--- src/core/fpc_defs.svh ---
// Constants for the flash polling controller: register map, fields, command codes, timing
//
// Operation
// - Alternating bit advances per read strobe; host toggles output enable.
// - Host holds one address for every poll read of a sequence.
// - Toggle polling relies only on change between reads, never on absolute values; data polling compares DQ7 with the written value.
// - Whole-chip erase final write uses address 5555.
// - Sector erase final write carries an address inside the sector.
// - Final erase write carries 10H for chip, 30H for sector.
// - Host holds output enable high while write and select low.
`ifndef FPC_DEFS_SVH
`define FPC_DEFS_SVH

// ==========================================
// Register map (byte offsets)
`define FPC_REG_CTRL 8'h00
`define FPC_REG_ADDR 8'h04
`define FPC_REG_WDATA 8'h08
`define FPC_REG_RDATA 8'h0C
`define FPC_REG_STATUS 8'h10
`define FPC_REG_IRQ_STAT 8'h14
`define FPC_REG_IRQ_MASK 8'h18
`define FPC_REG_END 8'h1C

// ==========================================
// Fields
`define FPC_CTRL_GO 0
`define FPC_CTRL_OP_LO 1
`define FPC_IRQ_DONE 0
`define FPC_IRQ_TIMEOUT 1
`define FPC_ST_BUSY 0
`define FPC_ST_TIMEOUT 1
`define FPC_ST_LAST_ALT 2
`define FPC_ST_CNT_LO 16
`define FPC_POLL_BIT 7
`define FPC_ALT_BIT 6
`define FPC_ADDR_RESET 20'h0_0000
`define FPC_DATA_RESET 16'h0000

// ==========================================
// Command words
`define FPC_CHIP_ERASE_ADDR 20'h0_5555
`define FPC_CHIP_ERASE_DATA 16'h0010
`define FPC_SECTOR_ERASE_DATA 16'h0030

// ==========================================
// Timing
`define FPC_CLK_MHZ 100
`define FPC_T_AS_NS 10
`define FPC_T_WP_NS 100
`define FPC_T_WPH_NS 50
`define FPC_T_ACC_NS 70
`define FPC_T_OEHP_NS 150
`define FPC_SYNC_CYC 2
`define FPC_T_US_NS 1000
`define FPC_T_SECTOR_ERASE_MS 200
`define FPC_T_CHIP_ERASE_S 10
`define FPC_CYC(ns) ((((ns) * `FPC_CLK_MHZ) + 999) / 1000)
`define FPC_CHIP_ERASE_US (`FPC_T_CHIP_ERASE_S * 1000000)

`endif

--- src/core/fpc_pkg.sv ---
// Types shared by the flash polling controller
package fpc_pkg;

	typedef struct packed {
		logic [19:0] addr;
		logic [15:0] dq;
		logic dq_oe_n;
		logic ce_n;
		logic oe_n;
		logic we_n;
	} fpc_pins_s;

	typedef enum logic [2:0] {
		FPC_OP_WRITE = 3'h0,
		FPC_OP_READ = 3'h1,
		FPC_OP_CHIP_ERASE = 3'h2,
		FPC_OP_SECTOR_ERASE = 3'h3,
		FPC_OP_POLL_ALT = 3'h4,
		FPC_OP_POLL_DATA = 3'h5
	} fpc_op_e;

	typedef enum logic [1:0] {
		FPC_CYC_IDLE = 2'b00,
		FPC_CYC_SETUP = 2'b01,
		FPC_CYC_STROBE = 2'b11,
		FPC_CYC_RECOV = 2'b10
	} fpc_cyc_e;

	typedef enum logic [1:0] {
		FPC_SEQ_IDLE = 2'b00,
		FPC_SEQ_CMD = 2'b01,
		FPC_SEQ_POLL = 2'b11,
		FPC_SEQ_FIN = 2'b10
	} fpc_seq_e;

endpackage

--- src/core/fpc_host.sv ---
// Flash host controller: command issue and completion polling, AXI4-Lite registers
`timescale 1ns/1ps
`include "fpc_defs.svh"
module fpc_host #(
	parameter logic [23:0] POLL_LIMIT_US = 24'(`FPC_CHIP_ERASE_US),
	parameter logic [7:0] US_DIV = 8'(`FPC_CYC(`FPC_T_US_NS))
) (
	// Clock and reset
	input wire logic aclk,
	input wire logic aresetn,
	// AXI4-Lite
	input wire logic [7:0] s_axi_awaddr,
	input wire logic s_axi_awvalid,
	output logic s_axi_awready,
	input wire logic [31:0] s_axi_wdata,
	input wire logic [3:0] s_axi_wstrb,
	input wire logic s_axi_wvalid,
	output logic s_axi_wready,
	output logic [1:0] s_axi_bresp,
	output logic s_axi_bvalid,
	input wire logic s_axi_bready,
	input wire logic [7:0] s_axi_araddr,
	input wire logic s_axi_arvalid,
	output logic s_axi_arready,
	output logic [31:0] s_axi_rdata,
	output logic [1:0] s_axi_rresp,
	output logic s_axi_rvalid,
	input wire logic s_axi_rready,
	// Flash pins
	output logic [19:0] flash_addr,
	output logic [15:0] flash_dq_o,
	output logic flash_dq_oe_n,
	input wire logic [15:0] flash_dq_i,
	output logic flash_ce_n,
	output logic flash_oe_n,
	output logic flash_we_n,
	// Interrupt
	output logic irq
);
	import fpc_pkg::*;

	logic wr_en;
	logic [7:0] wr_addr, rd_addr;
	logic [31:0] wr_data, rd_data;
	logic [3:0] wr_strb;
	logic cyc_done;
	logic [15:0] cyc_rdata;
	fpc_pins_s pins;

	fpc_seq_e st_q, st_d;
	fpc_op_e op_q, op_d;
	logic [19:0] addr_q, addr_d;
	logic [15:0] wdata_q, wdata_d, rdata_q, rdata_d;
	logic cyc_start_q, cyc_start_d, cyc_read_q, cyc_read_d;
	logic [19:0] cyc_addr_q, cyc_addr_d;
	logic [15:0] cyc_wdata_q, cyc_wdata_d;
	logic have_prev_q, have_prev_d, prev_alt_q, prev_alt_d;
	logic [15:0] poll_cnt_q, poll_cnt_d;
	logic timeout_q, timeout_d;
	logic [1:0] istat_q, istat_d, imask_q, imask_d;
	logic irq_q, irq_d;
	logic [7:0] div_q, div_d;
	logic [23:0] us_q, us_d;
	logic tick, ev_done, ev_tmo, poll_mode;

	fpc_axil u_axil (
		.aclk(aclk),
		.aresetn(aresetn),
		.s_axi_awaddr(s_axi_awaddr),
		.s_axi_awvalid(s_axi_awvalid),
		.s_axi_awready(s_axi_awready),
		.s_axi_wdata(s_axi_wdata),
		.s_axi_wstrb(s_axi_wstrb),
		.s_axi_wvalid(s_axi_wvalid),
		.s_axi_wready(s_axi_wready),
		.s_axi_bresp(s_axi_bresp),
		.s_axi_bvalid(s_axi_bvalid),
		.s_axi_bready(s_axi_bready),
		.s_axi_araddr(s_axi_araddr),
		.s_axi_arvalid(s_axi_arvalid),
		.s_axi_arready(s_axi_arready),
		.s_axi_rdata(s_axi_rdata),
		.s_axi_rresp(s_axi_rresp),
		.s_axi_rvalid(s_axi_rvalid),
		.s_axi_rready(s_axi_rready),
		.wr_en(wr_en),
		.wr_addr(wr_addr),
		.wr_data(wr_data),
		.wr_strb(wr_strb),
		.rd_addr(rd_addr),
		.rd_data(rd_data)
	);

	fpc_bus_cycle u_cyc (
		.aclk(aclk),
		.aresetn(aresetn),
		.start(cyc_start_q),
		.is_read(cyc_read_q),
		.addr(cyc_addr_q),
		.wdata(cyc_wdata_q),
		.done(cyc_done),
		.rdata(cyc_rdata),
		.pins(pins),
		.dq_i(flash_dq_i)
	);

	function automatic logic [31:0] merge(input logic [31:0] old, input logic [31:0] nw, input logic [3:0] strb);
		logic [31:0] r;
		r = old;
		for (int i = 0; i < 4; i++) begin
			if (strb[i]) begin
				r[i*8 +: 8] = nw[i*8 +: 8];
			end
		end
		merge = r;
	endfunction

	// ==========================================
	// Register read mux
	always_comb begin
		rd_data = 32'h0000_0000;
		unique case (rd_addr)
			`FPC_REG_CTRL: rd_data[`FPC_CTRL_OP_LO +: 3] = op_q;
			`FPC_REG_ADDR: rd_data[19:0] = addr_q;
			`FPC_REG_WDATA: rd_data[15:0] = wdata_q;
			`FPC_REG_RDATA: rd_data[15:0] = rdata_q;
			`FPC_REG_STATUS: begin
				rd_data[`FPC_ST_BUSY] = (st_q != FPC_SEQ_IDLE);
				rd_data[`FPC_ST_TIMEOUT] = timeout_q;
				rd_data[`FPC_ST_LAST_ALT] = prev_alt_q;
				rd_data[`FPC_ST_CNT_LO +: 16] = poll_cnt_q;
			end
			`FPC_REG_IRQ_STAT: rd_data[1:0] = istat_q;
			`FPC_REG_IRQ_MASK: rd_data[1:0] = imask_q;
			default: rd_data = 32'h0000_0000;
		endcase
	end

	// ==========================================
	// Microsecond tick for the poll limit
	assign tick = (div_q == 8'h00);
	always_comb begin
		div_d = tick ? (US_DIV - 8'h01) : (div_q - 8'h01);
	end

	// ==========================================
	// Sequencer
	assign poll_mode = (op_q == FPC_OP_POLL_DATA);
	always_comb begin
		st_d = st_q;
		op_d = op_q;
		addr_d = addr_q;
		wdata_d = wdata_q;
		rdata_d = rdata_q;
		cyc_start_d = 1'b0;
		cyc_read_d = cyc_read_q;
		cyc_addr_d = cyc_addr_q;
		cyc_wdata_d = cyc_wdata_q;
		have_prev_d = have_prev_q;
		prev_alt_d = prev_alt_q;
		poll_cnt_d = poll_cnt_q;
		timeout_d = timeout_q;
		us_d = (tick && us_q != 24'h00_0000) ? (us_q - 24'h00_0001) : us_q;
		ev_done = 1'b0;
		ev_tmo = 1'b0;
		if (wr_en && wr_addr == `FPC_REG_ADDR) begin
			addr_d = 20'(merge({12'h000, addr_q}, wr_data, wr_strb));
		end
		if (wr_en && wr_addr == `FPC_REG_WDATA) begin
			wdata_d = 16'(merge({16'h0000, wdata_q}, wr_data, wr_strb));
		end
		unique case (st_q)
			FPC_SEQ_IDLE: begin
				if (wr_en && wr_addr == `FPC_REG_CTRL && wr_strb[0] && wr_data[`FPC_CTRL_GO]) begin
					op_d = fpc_op_e'(wr_data[`FPC_CTRL_OP_LO +: 3]);
					cyc_start_d = 1'b1;
					cyc_addr_d = addr_q;
					cyc_wdata_d = wdata_q;
					cyc_read_d = 1'b0;
					have_prev_d = 1'b0;
					poll_cnt_d = 16'h0000;
					timeout_d = 1'b0;
					us_d = POLL_LIMIT_US;
					st_d = FPC_SEQ_CMD;
					unique case (wr_data[`FPC_CTRL_OP_LO +: 3])
						FPC_OP_READ: cyc_read_d = 1'b1;
						FPC_OP_CHIP_ERASE: begin
							cyc_addr_d = `FPC_CHIP_ERASE_ADDR;
							cyc_wdata_d = `FPC_CHIP_ERASE_DATA;
						end
						FPC_OP_SECTOR_ERASE: cyc_wdata_d = `FPC_SECTOR_ERASE_DATA;
						FPC_OP_POLL_ALT, FPC_OP_POLL_DATA: begin
							cyc_read_d = 1'b1;
							st_d = FPC_SEQ_POLL;
						end
						default: begin
						end
					endcase
				end
			end
			FPC_SEQ_CMD: begin
				if (cyc_done) begin
					if (cyc_read_q) begin
						rdata_d = cyc_rdata;
					end
					if (op_q == FPC_OP_CHIP_ERASE || op_q == FPC_OP_SECTOR_ERASE) begin
						cyc_start_d = 1'b1;
						cyc_read_d = 1'b1;
						st_d = FPC_SEQ_POLL;
					end else begin
						st_d = FPC_SEQ_FIN;
					end
				end
			end
			FPC_SEQ_POLL: begin
				if (cyc_done) begin
					rdata_d = cyc_rdata;
					poll_cnt_d = poll_cnt_q + 16'h0001;
					prev_alt_d = cyc_rdata[`FPC_ALT_BIT];
					have_prev_d = 1'b1;
					// finish on match or still bit
					// in toggle mode a change, or a first read with no previous, counts as busy
					if (poll_mode ? (cyc_rdata[`FPC_POLL_BIT] == cyc_wdata_q[`FPC_POLL_BIT])
							: (have_prev_q && cyc_rdata[`FPC_ALT_BIT] == prev_alt_q)) begin
						st_d = FPC_SEQ_FIN;
					// give up after chip erase limit
					end else if (us_q == 24'h00_0000) begin
						timeout_d = 1'b1;
						ev_tmo = 1'b1;
						st_d = FPC_SEQ_IDLE;
					end else begin
						cyc_start_d = 1'b1;
					end
				end
			end
			FPC_SEQ_FIN: begin
				ev_done = 1'b1;
				st_d = FPC_SEQ_IDLE;
			end
		endcase
	end

	// ==========================================
	// Interrupt status, set wins over clear
	always_comb begin
		imask_d = imask_q;
		istat_d = istat_q;
		if (wr_en && wr_addr == `FPC_REG_IRQ_MASK && wr_strb[0]) begin
			imask_d = wr_data[1:0];
		end
		if (wr_en && wr_addr == `FPC_REG_IRQ_STAT && wr_strb[0]) begin
			istat_d = istat_q & ~wr_data[1:0];
		end
		istat_d[`FPC_IRQ_DONE] = istat_d[`FPC_IRQ_DONE] | ev_done;
		istat_d[`FPC_IRQ_TIMEOUT] = istat_d[`FPC_IRQ_TIMEOUT] | ev_tmo;
		irq_d = |(istat_d & imask_d);
	end

	always_ff @(posedge aclk) begin
		if (!aresetn) begin
			st_q <= FPC_SEQ_IDLE;
			op_q <= FPC_OP_WRITE;
			addr_q <= `FPC_ADDR_RESET;
			wdata_q <= `FPC_DATA_RESET;
			rdata_q <= `FPC_DATA_RESET;
			cyc_start_q <= 1'b0;
			cyc_read_q <= 1'b0;
			cyc_addr_q <= `FPC_ADDR_RESET;
			cyc_wdata_q <= `FPC_DATA_RESET;
			have_prev_q <= 1'b0;
			prev_alt_q <= 1'b0;
			poll_cnt_q <= 16'h0000;
			timeout_q <= 1'b0;
			istat_q <= 2'b00;
			imask_q <= 2'b00;
			irq_q <= 1'b0;
			div_q <= 8'h00;
			us_q <= 24'h00_0000;
		end else begin
			st_q <= st_d;
			op_q <= op_d;
			addr_q <= addr_d;
			wdata_q <= wdata_d;
			rdata_q <= rdata_d;
			cyc_start_q <= cyc_start_d;
			cyc_read_q <= cyc_read_d;
			cyc_addr_q <= cyc_addr_d;
			cyc_wdata_q <= cyc_wdata_d;
			have_prev_q <= have_prev_d;
			prev_alt_q <= prev_alt_d;
			poll_cnt_q <= poll_cnt_d;
			timeout_q <= timeout_d;
			istat_q <= istat_d;
			imask_q <= imask_d;
			irq_q <= irq_d;
			div_q <= div_d;
			us_q <= us_d;
		end
	end

	assign flash_addr = pins.addr;
	assign flash_dq_o = pins.dq;
	assign flash_dq_oe_n = pins.dq_oe_n;
	assign flash_ce_n = pins.ce_n;
	assign flash_oe_n = pins.oe_n;
	assign flash_we_n = pins.we_n;
	assign irq = irq_q;
endmodule

--- src/core/fpc_bus_cycle.sv ---
// One flash bus cycle: a write strobe or a read strobe with recovery
`timescale 1ns/1ps
`include "fpc_defs.svh"
module fpc_bus_cycle (
	// Clock and reset
	input wire logic aclk,
	input wire logic aresetn,
	// Request
	input wire logic start,
	input wire logic is_read,
	input wire logic [19:0] addr,
	input wire logic [15:0] wdata,
	output logic done,
	output logic [15:0] rdata,
	// Flash pins
	output fpc_pkg::fpc_pins_s pins,
	input wire logic [15:0] dq_i
);
	import fpc_pkg::*;

	localparam logic [7:0] SETUP_CYC = 8'(`FPC_CYC(`FPC_T_AS_NS));
	localparam logic [7:0] WP_CYC = 8'(`FPC_CYC(`FPC_T_WP_NS));
	localparam logic [7:0] WPH_CYC = 8'(`FPC_CYC(`FPC_T_WPH_NS));
	localparam logic [7:0] ACC_CYC = 8'(`FPC_CYC(`FPC_T_ACC_NS) + `FPC_SYNC_CYC + 1);
	localparam logic [7:0] OEHP_CYC = 8'(`FPC_CYC(`FPC_T_OEHP_NS));

	fpc_cyc_e st_q, st_d;
	logic [7:0] cnt_q, cnt_d;
	logic rd_q, rd_d;
	logic done_q, done_d;
	logic [15:0] rdata_q, rdata_d;
	fpc_pins_s pins_q, pins_d;
	logic [15:0] dq_s1_q, dq_s2_q;

	// ==========================================
	// Data pin synchroniser
	always_ff @(posedge aclk) begin
		if (!aresetn) begin
			dq_s1_q <= 16'h0000;
			dq_s2_q <= 16'h0000;
		end else begin
			dq_s1_q <= dq_i;
			dq_s2_q <= dq_s1_q;
		end
	end

	// ==========================================
	// Strobe sequencer
	always_comb begin
		st_d = st_q;
		cnt_d = cnt_q;
		rd_d = rd_q;
		done_d = 1'b0;
		rdata_d = rdata_q;
		pins_d = pins_q;
		unique case (st_q)
			FPC_CYC_IDLE: begin
				pins_d.ce_n = 1'b1;
				pins_d.oe_n = 1'b1;
				pins_d.we_n = 1'b1;
				pins_d.dq_oe_n = 1'b1;
				if (start) begin
					st_d = FPC_CYC_SETUP;
					cnt_d = SETUP_CYC;
					rd_d = is_read;
					pins_d.addr = addr;
					pins_d.dq = wdata;
					pins_d.ce_n = 1'b0;
					pins_d.dq_oe_n = is_read;
				end
			end
			FPC_CYC_SETUP: begin
				cnt_d = cnt_q - 8'h01;
				if (cnt_q == 8'h01) begin
					st_d = FPC_CYC_STROBE;
					cnt_d = rd_q ? ACC_CYC : WP_CYC;
					// oe stays high while we low
					pins_d.we_n = rd_q;
					pins_d.oe_n = !rd_q;
				end
			end
			FPC_CYC_STROBE: begin
				cnt_d = cnt_q - 8'h01;
				if (cnt_q == 8'h01) begin
					st_d = FPC_CYC_RECOV;
					cnt_d = rd_q ? OEHP_CYC : WPH_CYC;
					if (rd_q) begin
						rdata_d = dq_s2_q;
					end
					pins_d.we_n = 1'b1;
					pins_d.oe_n = 1'b1;
					pins_d.ce_n = 1'b1;
				end
			end
			FPC_CYC_RECOV: begin
				cnt_d = cnt_q - 8'h01;
				if (cnt_q == 8'h01) begin
					st_d = FPC_CYC_IDLE;
					done_d = 1'b1;
					pins_d.dq_oe_n = 1'b1;
				end
			end
		endcase
	end

	always_ff @(posedge aclk) begin
		if (!aresetn) begin
			st_q <= FPC_CYC_IDLE;
			cnt_q <= 8'h00;
			rd_q <= 1'b0;
			done_q <= 1'b0;
			rdata_q <= 16'h0000;
			pins_q <= '{addr: 20'h0_0000, dq: 16'h0000, dq_oe_n: 1'b1, ce_n: 1'b1, oe_n: 1'b1, we_n: 1'b1};
		end else begin
			st_q <= st_d;
			cnt_q <= cnt_d;
			rd_q <= rd_d;
			done_q <= done_d;
			rdata_q <= rdata_d;
			pins_q <= pins_d;
		end
	end

	assign done = done_q;
	assign rdata = rdata_q;
	assign pins = pins_q;
endmodule

--- src/core/fpc_axil.sv ---
// AXI4-Lite slave that turns bus transfers into register strobes
`timescale 1ns/1ps
`include "fpc_defs.svh"
module fpc_axil (
	// Clock and reset
	input wire logic aclk,
	input wire logic aresetn,
	// AXI4-Lite
	input wire logic [7:0] s_axi_awaddr,
	input wire logic s_axi_awvalid,
	output logic s_axi_awready,
	input wire logic [31:0] s_axi_wdata,
	input wire logic [3:0] s_axi_wstrb,
	input wire logic s_axi_wvalid,
	output logic s_axi_wready,
	output logic [1:0] s_axi_bresp,
	output logic s_axi_bvalid,
	input wire logic s_axi_bready,
	input wire logic [7:0] s_axi_araddr,
	input wire logic s_axi_arvalid,
	output logic s_axi_arready,
	output logic [31:0] s_axi_rdata,
	output logic [1:0] s_axi_rresp,
	output logic s_axi_rvalid,
	input wire logic s_axi_rready,
	// Register side
	output logic wr_en,
	output logic [7:0] wr_addr,
	output logic [31:0] wr_data,
	output logic [3:0] wr_strb,
	output logic [7:0] rd_addr,
	input wire logic [31:0] rd_data
);
	import fpc_pkg::*;

	logic aw_have_q, aw_have_d, w_have_q, w_have_d;
	logic awready_q, awready_d, wready_q, wready_d;
	logic [7:0] awaddr_q, awaddr_d;
	logic [31:0] wdata_q, wdata_d;
	logic [3:0] wstrb_q, wstrb_d;
	logic bvalid_q, bvalid_d, wr_en_q, wr_en_d;
	logic [1:0] bresp_q, bresp_d, rresp_q, rresp_d;
	logic arready_q, arready_d, rvalid_q, rvalid_d;
	logic [31:0] rdata_q, rdata_d;

	function automatic logic mapped(input logic [7:0] a);
		mapped = (a[1:0] == 2'b00) && (a < `FPC_REG_END);
	endfunction

	// ==========================================
	// Write and read channels
	always_comb begin
		aw_have_d = aw_have_q;
		w_have_d = w_have_q;
		awaddr_d = awaddr_q;
		wdata_d = wdata_q;
		wstrb_d = wstrb_q;
		bvalid_d = bvalid_q;
		bresp_d = bresp_q;
		wr_en_d = 1'b0;
		if (s_axi_awvalid && awready_q) begin
			aw_have_d = 1'b1;
			awaddr_d = s_axi_awaddr;
		end
		if (s_axi_wvalid && wready_q) begin
			w_have_d = 1'b1;
			wdata_d = s_axi_wdata;
			wstrb_d = s_axi_wstrb;
		end
		if (bvalid_q && s_axi_bready) begin
			bvalid_d = 1'b0;
		end
		if (aw_have_q && w_have_q && !bvalid_q) begin
			aw_have_d = 1'b0;
			w_have_d = 1'b0;
			bvalid_d = 1'b1;
			wr_en_d = mapped(awaddr_q);
			bresp_d = mapped(awaddr_q) ? 2'b00 : 2'b10;
		end
		awready_d = !aw_have_d;
		wready_d = !w_have_d;
		rvalid_d = rvalid_q;
		rdata_d = rdata_q;
		rresp_d = rresp_q;
		if (rvalid_q && s_axi_rready) begin
			rvalid_d = 1'b0;
		end
		if (s_axi_arvalid && arready_q) begin
			rvalid_d = 1'b1;
			rdata_d = mapped(s_axi_araddr) ? rd_data : 32'h0000_0000;
			rresp_d = mapped(s_axi_araddr) ? 2'b00 : 2'b10;
		end
		arready_d = !rvalid_d;
	end

	always_ff @(posedge aclk) begin
		if (!aresetn) begin
			aw_have_q <= 1'b0;
			w_have_q <= 1'b0;
			awready_q <= 1'b0;
			wready_q <= 1'b0;
			awaddr_q <= 8'h00;
			wdata_q <= 32'h0000_0000;
			wstrb_q <= 4'h0;
			bvalid_q <= 1'b0;
			bresp_q <= 2'b00;
			wr_en_q <= 1'b0;
			arready_q <= 1'b0;
			rvalid_q <= 1'b0;
			rdata_q <= 32'h0000_0000;
			rresp_q <= 2'b00;
		end else begin
			aw_have_q <= aw_have_d;
			w_have_q <= w_have_d;
			awready_q <= awready_d;
			wready_q <= wready_d;
			awaddr_q <= awaddr_d;
			wdata_q <= wdata_d;
			wstrb_q <= wstrb_d;
			bvalid_q <= bvalid_d;
			bresp_q <= bresp_d;
			wr_en_q <= wr_en_d;
			arready_q <= arready_d;
			rvalid_q <= rvalid_d;
			rdata_q <= rdata_d;
			rresp_q <= rresp_d;
		end
	end

	assign s_axi_awready = awready_q;
	assign s_axi_wready = wready_q;
	assign s_axi_bvalid = bvalid_q;
	assign s_axi_bresp = bresp_q;
	assign s_axi_arready = arready_q;
	assign s_axi_rvalid = rvalid_q;
	assign s_axi_rdata = rdata_q;
	assign s_axi_rresp = rresp_q;
	assign wr_en = wr_en_q;
	assign wr_addr = awaddr_q;
	assign wr_data = wdata_q;
	assign wr_strb = wstrb_q;
	assign rd_addr = s_axi_araddr;
endmodule

--- config.mk ---
export PLATFORM = sky130hd
export DESIGN_NAME = fpc_host
export DESIGN_NICKNAME = d
export VERILOG_FILES = /design/src/core/fpc_pkg.sv /design/src/core/fpc_host.sv /design/src/core/fpc_bus_cycle.sv /design/src/core/fpc_axil.sv
export VERILOG_INCLUDE_DIRS = /design/src /design/src/core
export SDC_FILE = /design/constraint.sdc
export NUM_CORES = 1
export LEC_CHECK = 0
export ABC_AREA = 1
export ABC_CLOCK_PERIOD_IN_PS = 3600
export BUFFER_PORTS_ARGS = -buffer_cell sky130_fd_sc_hd__buf_2
export CAP_MARGIN = 20
export CORE_UTILIZATION = 62
export DETAILED_ROUTE_END_ITERATION = 7
export HOLD_SLACK_MARGIN = 0.12
export PLACE_DENSITY = 0.86
export SETUP_SLACK_MARGIN = 0.2
export SLEW_MARGIN = 5
export SYNTH_ARGS = -nofsm -noshare
export SYNTH_HDL_FRONTEND = slang
export SYNTH_SLANG_ARGS = --single-unit
--- constraint.sdc ---
create_clock -name aclk -period 3.6 [get_ports aclk]
set_input_delay 0.72 -clock aclk [delete_from_list [all_inputs] [get_ports aclk]]
set_output_delay 0.72 -clock aclk [all_outputs]
set_load 0.02 [all_outputs]
==> run metrics <==
Design Power=10080 µW; hold path cells=3; Layout fillers=1524; Startpoint Class=register; Syn-to-layout area delta=15.06%; worst skew pair latency=0.52 ns; largest net degree at the start of global routing=190; Diodes inserted=0; Clock Path Buffers=3; Die X=147.2 µm; DR DRC count=0; period utilization=0.6364; DP Wirelength=21.57 mm; commonest cells in the synthesized netlist=nand2_1 (341), dfxtp_1 (324), nor2_1 (215); Clock transition at path regs=0.06 ns; Overflow after GRT=0; vias in the first global route=11010; Site Rows=52; Yosys top cell area share=0.4961; dominant cells by area after synthesis=dfxtp_1 (50%), nand2_1 (9.8%), o21ai_0 (7.0%); DRT Wirelength=32.57 mm; initial antenna violation count=0; Slowest-stage cell, CP=dfxtp_1; asr flop ratio synth=0; post-detailed-route wirelength per cell=15.01 µm; CP endpoint kind=register; worst-path cell chain=inv_1, nor2_1, nand4_1, nor2_1, nand2_2, nand2_4, inv_2, buf_4, nand2_1, o21ai_0; class of the worst hold path=in -> reg; vias=11960; Int Pwr=6983 µW; DRT antenna net count=0; max_cap viols=0; RSZ-0062 raised after global routing=no; GRT Total Usage=0.2987; sequential area share after synthesis=0.4961; Setup TNS=0 ns; cts bufs inserted=34; Switching Fraction=0.3070; Pwr Density=669.8 nW/µm²; cell taking the most area after synthesis=dfxtp_1; mean cell area of the mapped netlist=7.395 µm²; hold path endpoint=u_cyc.dq_s1_q[12]; TritonRoute pass-1 iters=5; NumNets Final=1955; Hold-fix buffers, CTS=0; share of cells above drive strength 1=0.1395; Port Buffer Count=141; # setup viols final=0; max-slew violation count=0; leakage=0.006866 µW; H-tree levels=2; EDFF count, synth=0; CTS tree=yes; Root Driver=clkbuf_16; outcome=completed; initial core utilization=0.6399; slowest cell delay on critical path=0.34 ns; Seq pwr share=0.396; most used cell along the critical path=nor2_1; Routability Congestion=0.9346; clock group share of total power=0.378; Clock Sinks=324; final hold violations=0; cts repair resizes=0; skew final=0.02767 ns; Max FO, Critical Path=26; crit path kind=reg -> reg; Achievable Freq=436.5 MHz; die area=21670 µm²; first-pass GRT wire length=52.48 mm; worst slew pin tran=0.9187 ns; r2r startpoint=u_axil.wr_data[0]; Ports=157; Switching Power=3093 µW; Slew HR=0.3842; yosys warns=0; Initial DRC Count=1129; post-layout min period=2.291 ns; r2r worst-path depth=10; Cell variety after synth=44; core box area=20430 µm²; post-synthesis cell area=13070 µm²; flops & latches, synth=324; worst hold margin=0.3854 ns; peak supply drop=439.2 µV; Worst Path Required=3.98 ns; combinational power share=0.226; Post-Synthesis Cells=1768; Worst R2R Setup Slack=1.31 ns; reg-to-reg endpoint=cyc_addr_q[19]; min-delay src=flash_dq_i[12]; WP data arrival=2.67 ns; Die Y-Extent=147.2 µm; Setup Buffers After CTS=0; cell with the most instances after synthesis=nand2_1; Synth Flop Type=dfxtp_1; vias per inst=5.513
-- layer usage --
layer,part of all wire,vias to the layer above,routed length (µm),track usage
met1,0.42,5438,13660,0.3816
met2,0.46,548,14960,0.4887
li1,-,5900,-,-
met5,0,-,0,0
met3,0.092,78,2986,0.07298
met4,0.030,0,973,0.1113
-- registers in the layout, summed over array words and instances (netlist names), 3 cells and up --
| register | cells |
|---|---|
| u_cyc.cnt_q | 8 |
| div_q | 8 |
| poll_cnt_q | 16 |
| wdata_q | 16 |
| u_cyc.pins | 40 |
| u_axil.wr_addr | 8 |
| u_cyc.dq_s1_q | 16 |
| us_q | 24 |
| cyc_wdata_q | 16 |
| op_q | 3 |
| u_cyc.dq_s2_q | 16 |
| u_cyc.rdata | 16 |
| u_axil.s_axi_rdata | 32 |
| u_axil.wr_strb | 3 |
| rdata_q | 16 |
| u_axil.wr_data | 20 |
| addr_q | 20 |
| cyc_addr_q | 20 |
-- layout make-up --
class	instances	area, µm²	area share
Tap cell	270	337.8	0.02246
Clock buffer	42	942.2	0.06263
Sequential cell	324	6486	0.4312
Multi-Input combinational cell	1158	5408	0.3595
Inverter	205	769.5	0.05115
Clock inverter	20	304.0	0.02021
Timing Repair Buffer	151	795.8	0.05290
-- through the flow --
step | setup slack (ns) | cell area, µm² | util | cells
CTS | 1.402 | 15040 | 0.7363 | 2170
global route | 1.177 | 15040 | 0.7363 | 2170
floorplan | 1.812 | 13080 | - | 1769
global placement | 1.163 | 13800 | 0.6753 | 2108
finish | 1.309 | 15040 | 0.7363 | 2170
detailed placement | 1.022 | 13800 | 0.6753 | 2108
-- cell families after synthesis --
kind of cell,Yosys count,synth area share
AND/OR/NAND/NOR,738,0.2405
AO/OA/AOI/OAI,399,0.1577
XOR/XNOR,13,0.008709
buffers and inverters,287,0.09092
flip-flops,324,0.4961
adder cells (fa/ha/maj),6,0.005742
other,1,0.0002868
-- layout by cell type, fill, tap and decap left out, types with 2 or more instances in the layout --
cell type,count
nand3_1,108
clkinv_2,9
nand3b_1,3
nand3_2,2
buf_2,140
dfxtp_1,324
xor2_1,8
nor3_2,3
clkbuf_8,4
nand4_1,14
clkbuf_16,35
a21oi_1,171
nand2_1,341
ha_1,6
clkinv_8,2
or2_2,3
nor2_1,213
inv_1,191
conb_1,2
xnor2_1,5
nor2_2,11
o211ai_1,10
o211a_1,2
nor3_1,16
o21ai_0,184
o22ai_1,5
nor2_4,7
o21ai_1,20
inv_2,14
nand2_2,10
buf_4,10
clkbuf_1,3
bufinv_16,7
-- worst max-delay path, delay by kind of cell (launching register included) --
kind            cells  cell delay (ns)
simple gates        6             0.97
buf+inv             3             0.74
flops               1             0.34
compound gates      1             0.08
-- power by group through the flow --
stage / logic (µW) / clock network, µW / registers, µW
4_1_cts: 2260 / 3850 / 3990
3_3_place_gp: 2180 / 0 / 4050
6_report: 2280 / 3810 / 3990
5_1_grt: 2590 / 3990 / 4020
2_1_floorplan: 1870 / 0 / 4030
3_5_place_dp: 2240 / 0 / 4060
-- how the worst max path moves through the flow --
stage / slack (ns) / cells after the start / to / start
floorplan: 1.81 / 9 / u_axil.s_axi_rdata[10] / s_axi_araddr[5]
global placement: 1.16 / 8 / u_axil.s_axi_rdata[20] / s_axi_araddr[5]
detailed placement: 1.02 / 8 / u_axil.s_axi_rdata[25] / s_axi_araddr[5]
CTS: 1.40 / 10 / cyc_addr_q[19] / u_axil.wr_data[0]
global route: 1.18 / 8 / cyc_addr_q[1] / u_axil.wr_data[0]
finish: 1.31 / 10 / cyc_addr_q[19] / u_axil.wr_data[0]
(Power assumes the default switching activity.)
